`src/pkg/srt_defs.svh`:
```
// Behaviour
// mode register write carries its value on address lines; bus data is ignored
// software writes to mode base address plus value X to program X
// 32-bit bus: sdram receives X shifted right by two bits
// 16-bit bus: sdram receives X shifted right by one bit
// area 2 mode window based at FFFFD000, area 3 window at FFFFE000
// software keeps offset X between 0000 and 0FFC
// mode register is 8-bit write-only, held through manual reset and standby
// control/status register clears to zero on power-on reset only
// control/status writes need word size and upper byte key A5
// bits 15 to 8 read zero; software writes zero
// compare-match flag sets when timer counter equals time constant
// compare-match flag clears on zero write, or on refresh in cbr mode
// writing one to compare-match flag leaves it unchanged
// compare-match enable gates a set flag onto its interrupt request
// software keeps compare-match enable zero while refresh is in use
// bits 5 to 3 pick divide 4..4096 of bus clock, 000 stops
// software sets time constant before a nonzero clock select
// overflow flag sets when refresh count passes the selected limit
// overflow flag clears only on zero write; one write leaves it
// overflow enable gates a set overflow flag onto its interrupt request
// limit select zero means 1024 refreshes, one means 512
// 8-bit timer counter counts selected clock and clears on match
// 10-bit refresh count increments per match, clears past limit, sets overflow
// in cbr refresh mode a compare match starts a refresh cycle
// each interrupt request is flag and enable, held while both stand
// wrong-size or wrong-key control/status writes leave it unchanged
`ifndef SRT_DEFS_SVH
`define SRT_DEFS_SVH
`define SRT_AREA2_BASE 32'hFFFFD000
`define SRT_AREA3_BASE 32'hFFFFE000
`define SRT_WIN_MASK 32'hFFFFF000
`define SRT_CSR_ADDR 32'hFFFFFF00
`define SRT_KEY 8'hA5
`define SRT_CSR_RESET 8'h00
`define SRT_BIT_CMF 7
`define SRT_BIT_OVF 2
`define SRT_LIMIT_1024 10'h3FF
`define SRT_LIMIT_512 10'h1FF
`endif

```
`src/pkg/srt_pkg.sv`:
```
package srt_pkg;
	typedef enum logic [1:0] {
		SRT_BYTE = 2'b00,
		SRT_WORD = 2'b01,
		SRT_LONG = 2'b10
	} srt_size_e;

	typedef struct packed {
		logic req;
		logic we;
		srt_size_e size;
		logic [31:0] addr;
		logic [15:0] wdata;
	} srt_cpu_req_s;

	typedef struct packed {
		logic ack;
		logic [15:0] rdata;
	} srt_cpu_rsp_s;

	typedef struct packed {
		logic compare_match_flag;
		logic compare_match_irq_enable;
		logic [2:0] cks;
		logic ovf;
		logic overflow_irq_enable;
		logic refresh_limit_select;
	} srt_csr_s;

	typedef struct packed {
		logic wr;
		logic area3;
		logic [11:0] addr;
	} srt_mode_cmd_s;

	typedef struct packed {
		logic [11:0] cnt;
		logic tick;
	} srt_presc_s;

	typedef struct packed {
		srt_csr_s csr;
		logic [7:0] refresh_timer_counter;
		logic [9:0] refresh_count_register;
		srt_mode_cmd_s mode;
		logic refresh_req;
		logic cmi_irq;
		logic ovi_irq;
		srt_cpu_rsp_s rsp;
	} srt_state_s;
endpackage

```
`src/verilog/srt_top.sv`:
```
`timescale 1ns/10ps
`include "srt_defs.svh"
module srt_top (
	input wire logic mclk,
	input wire logic rst_n,
	input wire srt_pkg::srt_cpu_req_s cpu_req,
	output srt_pkg::srt_cpu_rsp_s cpu_rsp,
	input wire logic bus_is_32,
	input wire logic [7:0] refresh_time_constant,
	input wire logic refresh_enable_bit,
	input wire logic refresh_mode_bit,
	input wire logic refresh_done,
	output srt_pkg::srt_mode_cmd_s sdram_mode_cmd,
	output logic refresh_req,
	output logic cmi_irq,
	output logic ovi_irq
);
	srt_pkg::srt_state_s s_ff;
	srt_pkg::srt_state_s nxt_s;
	logic tick;
	logic win2;
	logic win3;
	logic csr_hit;
	logic csr_wr;
	logic match;
	logic cbr_mode;
	logic [9:0] limit;

	srt_prescaler u_presc (
		.mclk(mclk),
		.rst_n(rst_n),
		.cks(s_ff.csr.cks),
		.tick(tick)
	);

	// address decode of the cpu request, timer compare match, cbr mode and refresh limit select
	always_comb begin
		win2 = (cpu_req.addr & `SRT_WIN_MASK) == `SRT_AREA2_BASE;
		win3 = (cpu_req.addr & `SRT_WIN_MASK) == `SRT_AREA3_BASE;
		csr_hit = cpu_req.req && (cpu_req.addr == `SRT_CSR_ADDR);
		csr_wr = csr_hit && cpu_req.we && (cpu_req.size == srt_pkg::SRT_WORD) &&
			(cpu_req.wdata[15:8] == `SRT_KEY);
		match = tick && (s_ff.refresh_timer_counter == refresh_time_constant);
		cbr_mode = refresh_enable_bit && !refresh_mode_bit;
		limit = s_ff.csr.refresh_limit_select ? `SRT_LIMIT_512 : `SRT_LIMIT_1024;
	end

	always_comb begin
		nxt_s = s_ff;
		nxt_s.mode.wr = 1'b0;
		nxt_s.refresh_req = 1'b0;
		nxt_s.rsp.ack = cpu_req.req;
		nxt_s.rsp.rdata = 16'h0000;

		// mode write: value rides on the address, data lanes are dropped
		if (cpu_req.req && cpu_req.we && (win2 || win3)) begin
			nxt_s.mode.wr = 1'b1;
			nxt_s.mode.area3 = win3;
			if (bus_is_32) begin
				nxt_s.mode.addr = {2'h0, cpu_req.addr[11:2]};
			end else begin
				nxt_s.mode.addr = {1'b0, cpu_req.addr[11:1]};
			end
		end

		// keyed word write; flags only accept a zero, a one keeps them
		if (csr_wr) begin
			nxt_s.csr = cpu_req.wdata[7:0];
			nxt_s.csr.compare_match_flag = s_ff.csr.compare_match_flag && cpu_req.wdata[`SRT_BIT_CMF];
			nxt_s.csr.ovf = s_ff.csr.ovf && cpu_req.wdata[`SRT_BIT_OVF];
		end
		if (refresh_done && cbr_mode) begin
			nxt_s.csr.compare_match_flag = 1'b0;
		end

		if (csr_hit && !cpu_req.we) begin
			nxt_s.rsp.rdata = {8'h00, s_ff.csr};
		end

		// counting comes last so a set beats a clear in the same cycle
		if (tick) begin
			if (match) begin
				nxt_s.refresh_timer_counter = 8'h00;
			end else begin
				nxt_s.refresh_timer_counter = s_ff.refresh_timer_counter + 8'h01;
			end
		end
		if (match) begin
			nxt_s.csr.compare_match_flag = 1'b1;
			nxt_s.refresh_req = cbr_mode;
			if (s_ff.refresh_count_register == limit) begin
				nxt_s.refresh_count_register = 10'h000;
				nxt_s.csr.ovf = 1'b1;
			end else begin
				nxt_s.refresh_count_register = s_ff.refresh_count_register + 10'h001;
			end
		end

		nxt_s.cmi_irq = nxt_s.csr.compare_match_flag && nxt_s.csr.compare_match_irq_enable;
		nxt_s.ovi_irq = nxt_s.csr.ovf && nxt_s.csr.overflow_irq_enable;
	end

	// rst_n is the power-on reset; nothing here clears on a manual reset
	always_ff @(posedge mclk) begin
		if (!rst_n) begin
			s_ff <= '0;
		end else begin
			s_ff <= nxt_s;
		end
	end

	assign cpu_rsp = s_ff.rsp;
	assign sdram_mode_cmd = s_ff.mode;
	assign refresh_req = s_ff.refresh_req;
	assign cmi_irq = s_ff.cmi_irq;
	assign ovi_irq = s_ff.ovi_irq;
endmodule

```
`src/verilog/srt_prescaler.sv`:
```
`timescale 1ns/10ps
module srt_prescaler (
	input wire logic mclk,
	input wire logic rst_n,
	input wire logic [2:0] cks,
	output logic tick
);
	srt_pkg::srt_presc_s s_ff;
	srt_pkg::srt_presc_s nxt_s;
	logic [11:0] mask;

	always_comb begin
		unique case (cks)
			3'h0: mask = 12'h000;
			3'h1: mask = 12'h003;
			3'h2: mask = 12'h00F;
			3'h3: mask = 12'h03F;
			3'h4: mask = 12'h0FF;
			3'h5: mask = 12'h3FF;
			3'h6: mask = 12'h7FF;
			3'h7: mask = 12'hFFF;
		endcase
	end

	// free divider; select 000 holds it at zero so no tick comes out
	always_comb begin
		nxt_s = s_ff;
		nxt_s.tick = 1'b0;
		if (cks == 3'h0) begin
			nxt_s.cnt = 12'h000;
		end else begin
			nxt_s.cnt = s_ff.cnt + 12'h001;
			nxt_s.tick = ((s_ff.cnt & mask) == mask);
		end
	end

	always_ff @(posedge mclk) begin
		if (!rst_n) begin
			s_ff <= '0;
		end else begin
			s_ff <= nxt_s;
		end
	end

	assign tick = s_ff.tick;
endmodule

```
`config.mk`:
```
export PLATFORM = sky130hd
export DESIGN_NAME = srt_top
export DESIGN_NICKNAME = d
export VERILOG_FILES = /design/src/pkg/srt_pkg.sv /design/src/verilog/srt_top.sv /design/src/verilog/srt_prescaler.sv
export VERILOG_INCLUDE_DIRS = /design/src /design/src/pkg
export SDC_FILE = /design/constraint.sdc
export NUM_CORES = 1
export LEC_CHECK = 0
export BUFFER_PORTS_ARGS = -buffer_cell sky130_fd_sc_hd__buf_4
export CAP_MARGIN = 20
export CORE_UTILIZATION = 29
export DETAILED_ROUTE_END_ITERATION = 16
export GPL_TIMING_DRIVEN = 1
export SYNTH_ARGS = -nofsm -noshare
export SYNTH_HDL_FRONTEND = slang
export SYNTH_SLANG_ARGS = --single-unit
```
`constraint.sdc`:
```
create_clock -name mclk -period 2 [get_ports mclk]
set_clock_uncertainty 0.05 [all_clocks]
set_input_delay 0.2 -clock mclk [delete_from_list [all_inputs] [get_ports mclk]]
set_output_delay 0.2 -clock mclk [all_outputs]
set_load 0.1 [all_outputs]
```
# Word-level counts from Yosys, hierarchy flattened
# Memory sizes are Yosys's and may differ from the RTL's. A register that Yosys moved wholly into a read port is not among the register bits.
# Index checks and enable logic that the tools add are counted.
[totals] ff_bits=73 rom_bits=96 in_bits=66 elab_cells=66 n_memories=1
[memory_table] name="(name not given)" depth=8 word_bits=12 rd=1 rd_ports_with_merged_regs=1 write_ports=0 line="srt_prescaler.sv:13" rtl="unique case (cks)"
[classes] n_addsub=3 eq_ne=8 muxes=12 n_bitwise=2 reduce_logical=21
[ops] operator="20-bit equality test (second input constant)" count=2
[ops] operator="32-bit equality test (second input constant)" count=1
[ops] operator="10-bit two-way mux" count=2
[ops] operator="8-bit two-way mux" count=2
[ops] operator="1-bit logical AND" count=14
[ops] operator="14-bit two-way mux" count=1
[ops] operator="12-bit by 1-bit adder with 12-bit output (second input constant)" count=1
[ops] operator="12-bit bitwise AND" count=1
[ops] operator="12-bit equality test" count=1
[ops] operator="11-bit two-way mux" count=1
[ops] operator="10-bit by 1-bit adder with 10-bit output (second input constant)" count=1
[ops] operator="10-bit equality test" count=1
[ops] operator="8-bit by 1-bit adder with 8-bit output (second input constant)" count=1
[ops] operator="8-bit equality test" count=1
[ops] operator="8-bit equality test (second input constant)" count=1
[ops] operator="3-bit two-way mux" count=2
[ops] operator="1-bit two-way mux" count=4
[ops] operator="2-bit AND reduction" count=2
[ops] operator="3-bit zero test" count=1
[ops] operator="2-bit by 1-bit equality test with 1-bit output (second input constant)" count=1
[ops] operator="1-bit zero test" count=2
[ops] operator="2-bit OR reduction" count=1
[ops] operator="1-bit logical OR" count=1
[ops] operator="1-bit NOT" count=1

# Logic depth before layout (Yosys ltp)
[logic_depth] word_depth=9 ltp_mapped=7 mapped_depth_nobuf=5

# Modules after synthesis
# Synthesis repeated with hierarchy kept, for this count alone.
[hier_totals] hier_cells=349 area_unflattened_um2=3234.4
[modules_own_cells] mod="srt_top" n_inst=1 cells_per_inst=282 area_per_inst_um2=2635.0
[modules_own_cells] mod="srt_prescaler" n_inst=1 cells_per_inst=67 area_per_inst_um2=599.3

# Least setup slack after synthesis
# Ideal clock, no wire load.
[synth_timing] kind="input to register" start="input cpu_req[22] in the netlist's numbering" end="register s_ff[59] in the netlist's numbering" arrival_ns=1.661 slack_ns=0.174 stages=6 n_path_buf=1 cell_sequence="or4b_4 -> nor4_4 -> and4_1 -> buf_6 -> o211ai_1 -> and2_1"
[synth_via] elab_chain_cells=8
[synth_rtl] item="start, declared" line="srt_top.sv:6" rtl="input wire srt_pkg::srt_cpu_req_s cpu_req,"
[synth_rtl] item="32-bit equality test (no source line)"
[synth_rtl] item="1-bit logical AND" line="srt_top.sv:40" rtl="csr_hit = cpu_req.req && (cpu_req.addr == `SRT_CSR_ADDR);"
[synth_rtl] item="1-bit logical AND (3 in series)" line="srt_top.sv:41" rtl="csr_wr = csr_hit && cpu_req.we && (cpu_req.size == srt_pkg::SRT_WORD) &&"
[synth_rtl] item="8-bit two-way mux" line="srt_top.sv:67" rtl="if (csr_wr) begin"
[synth_rtl] item="1-bit two-way mux" line="srt_top.sv:72" rtl="if (refresh_done && cbr_mode) begin"
[synth_rtl] item="1-bit two-way mux" line="srt_top.sv:88" rtl="if (match) begin"
[synth_rtl] item="end signal, assigned" line="srt_top.sv:108" rtl="s_ff <= nxt_s;"
[synth_rtl] item="end, declared" line="srt_top.sv:18" rtl="srt_pkg::srt_state_s s_ff;"
# Every way passes these cells.
# A chain may end at the register's enable or synchronous reset.

# Worst setup path in the final report
[layout_timing] start="register s_ff[50] in the netlist's numbering" end="register s_ff[39] in the netlist's numbering"
[layout_via] elab_chain_cells=2
[layout_rtl] item="8-bit equality test" line="srt_top.sv:43" rtl="match = tick && (s_ff.refresh_timer_counter == refresh_time_constant);"
[layout_rtl] item="1-bit logical AND" line="srt_top.sv:43"
# Every way passes these cells.

==> key figures <==
Yosys
  • Yosys warns: 0
  • Top FF cell, synth: dfxtp_1
  • Register area share after synthesis: 0.410
  • Post-synth EDFFs: 0
  • FFs w/ async S/R, synth: 0
  • Post-synth cell types: 51
  • Post-Syn Instances: 386
  • Post-synthesis register bit count: between 70 and 80
  • Syn_area_per_cell: 8.98 um2
  • Post-synth design cell area: 3470 um2

Worst setup path
  • WS Path Type: reg -> reg
  • Critical path peak fanout: 6
  • RR Endpoint: s_ff[39]
  • Critical Path RT: between 2000 and 2500 ps
  • Startpoint types: flop
  • Reg2reg setup slack: 140 ps
  • Worst R2R Path Depth: 5
  • Crit path DAT: slightly above 2000 ps
  • Crit end category: flop
  • Reg-to-Reg Start: s_ff[50]

Pwr
  • Comb pwr share: 0.087
  • Clock share of power: 0.483
  • Sw frac: 0.237
  • Peak supply drop: 0.280 mV
  • Leakage: 1.77 nW
  • Total net switching power: between 0.7 and 0.8 mW
  • Total chip power: 3.29 mW
  • Power Density: approximately 730 nW/um2
  • Internal: 2.51 mW
  • Sequential power share: 0.430

STA
  • Final slew viol count: 0
  • Final period utilization: 0.928
  • Max Fclk: 539 MHz
  • Post-route minimum period: 1860 ps
  • RSZ-0062 raised after global routing: no
  • Min Hold Slack: 30.4 ps
  • Final setup fails: 0
  • Setup ws final: about 140 ps
  • Hold Fails Final Rpt: 0

Layout
  • Post-route insts no fill: 621
  • N_diodes: 0
  • Sequential Area: 1420 um2
  • Fin area: around 4500 um2
  • Share of cells above drive strength 1: 0.303
  • Multi-input logic area: 1760 um2
  • Synth-to-Final Area Change: 30.9%
  • Final net count: between 500 and 600
  • # fillers: 1178

Worst hold path
  • Hold_sp: cpu_req[51]
  • Hold Path End: cpu_rsp[16]
  • Min-Delay Path Class: in -> reg
  • Hold Crit Depth: 2

Placed design
  • PortBufs: 90
  • Worst slack at placement: -131 ps
  • Placer's final routability congestion estimate: 0.764
  • Placed Area: 4210 um2
  • Inst Count DP: 604
  • Hpwl dp: 6090 um

Route
  • Post-route DRC: 4
  • Post-Route WL: 7850 um
  • Post-route ant nets: 0
  • Via count: 2933
  • Vias per std cell: 4.72
  • First-pass iteration count of the detailed router: 10
  • DRT iter0 DRCs: 90
  • Detailed-route wire length per cell: 12.6 um

Floorplan
  • # rows: 39
  • IO Pins: 100
  • Die Wd: 111 um
  • Die height: 111 um
  • Area of the core: ~12000 um2
  • Die ar.: 12400 um2
  • Initial core utilization: 0.301

GRT
  • First-pass GRT wire length: 13400 um
  • Initial antenna violation count: 0
  • All-Layer GR Usage: 0.133
  • Largest net degree at the start of global routing: 17
  • Number of global-route vias before repair: 2941
  • Grt ovf: 0

Clocking
  • TritonCTS clock tree: done
  • Clk_lat worst skew: 340 ps
  • Maximum clock insertion buffer count: 2
  • Num CTS Buffers: 9
  • H-tree depth: 3
  • Root Buffer: clkbuf_16
  • Clock transition at path regs: around 60 ps
  • Post-CTS setup buffer count: 0
  • Clock sink count: 71

Status
  • Failing checks: DRC
  • Outcome: finished, violations left

Job
  • Max-cap violation count: 0
repair_timing:
action,CTS,global route
gates resized for setup,0,4
endpoints found under the setup margin,0,8
endpoints found under the hold margin,1,0
hold buffers,1,0
critical path, cell delays in order (launching register included):
cell and delay, ps:
dfxtp_1 380, xnor2_1 130, nand4_1 160, or3_4 390, or4_1 510, a21oi_1 150
worst max path at each step:
stage | to | slack, ps | depth (start not counted) | startpoint
after floorplan | s_ff[59] | 170 | 6 | cpu_req[22]
after global placement | ovi_irq | -70 | 7 | cpu_req[22]
after detailed placement | u_presc.mask[5] | -130 | 7 | cpu_req[22]
after CTS | ovi_irq | 20 | 6 | s_ff[49]
after global routing | s_ff[41] | 6 | 5 | s_ff[47]
final | s_ff[39] | 140 | 5 | s_ff[50]
power by group through the flow:
stage	sequential, mW	combinational [mW]	clock, mW
2_1_floorplan	1.45	0.161	0
4_1_cts	1.42	0.286	1.63
3_5_place_dp	1.45	0.284	0
3_3_place_gp	1.45	0.281	0
5_1_grt	1.41	0.305	1.69
6_report	1.42	0.285	1.59
cell usage in the layout (no fill, tap or decap), drive strengths merged, types with 5 or more instances in the layout:
cell type  instances
buf              110
dfxtp             71
nor2              38
nand2             33
a21oi             22
nand4             20
xor2              16
nand3             15
xnor2             13
and2              11
mux2i             11
mux2              10
clkbuf            10
conb               9
inv                7
nor3               7
o21ai              6
nor4               5
or4                5
Yosys cell counts, drive strengths merged, types with 2 or more instances:
master	count	area share
a211oi	4	0.0087
a21oi	22	0.032
a22oi	2	0.0043
and2	11	0.020
and3	3	0.0054
and4	3	0.0076
and4b	2	0.0058
buf	34	0.077
clkbuf	9	0.0097
dfxtp	71	0.41
ha	3	0.011
inv	7	0.0076
mux2	10	0.032
mux2i	11	0.032
nand2	33	0.036
nand2b	2	0.0036
nand3	15	0.022
nand3b	4	0.0087
nand4	20	0.038
nor2	38	0.041
nor2b	3	0.0054
nor3	7	0.012
nor4	5	0.013
nor4b	2	0.0069
nor4bb	4	0.012
o211ai	3	0.0065
o21ai	6	0.0087
o31ai	3	0.0065
or3	3	0.0054
or4	5	0.012
xnor2	13	0.033
xor2	16	0.040
final cells by class:
cell class / count / share of cell area
multi-input cells: 272 / 0.387
flip-flops and latches: 71 / 0.313
repair buffers: 111 / 0.187
clock buffers: 10 / 0.0505
well taps: 143 / 0.0394
clock inverters: 6 / 0.0157
inverters: 8 / 0.00662
cell families after synthesis:
family / Yosys count / synth area share
DFF: 71 / 0.410
other: 1 / 0.00108
and+or+nand+nor: 163 / 0.262
AOI/OAI and AO/OA: 47 / 0.0834
adders and majority gates: 3 / 0.0108
buffers and inverters: 51 / 0.0953
muxes: 21 / 0.0642
xor gates and xnor gates: 29 / 0.0733
flip-flops by register name, indices dropped and copies added, names as in the netlist:
register        flops
u_presc.mask        7
ovi_irq             1
cmi_irq             1
refresh_req         1
u_presc.tick        1
sdram_mode_cmd     13
u_presc.s_ff       12
s_ff               26
cpu_rsp             9
per-stage QoR:
step | util | setup TNS, ps
after global placement | 0.366 | -319
after CTS | 0.393 | 0
final | 0.394 | 0
after global routing | 0.394 | 0
after detailed placement | 0.366 | -653
after floorplan | - | 0
metal layers:
layer  GRT usage  share of wire  vias up
met5           0              0        -
met1       0.150           0.42     1373
met4      0.0468          0.015        0
met2       0.235           0.51       52
li1            -              -     1501
met3      0.0452          0.051        7
Note: power is estimated with default switching activity, not from simulation.
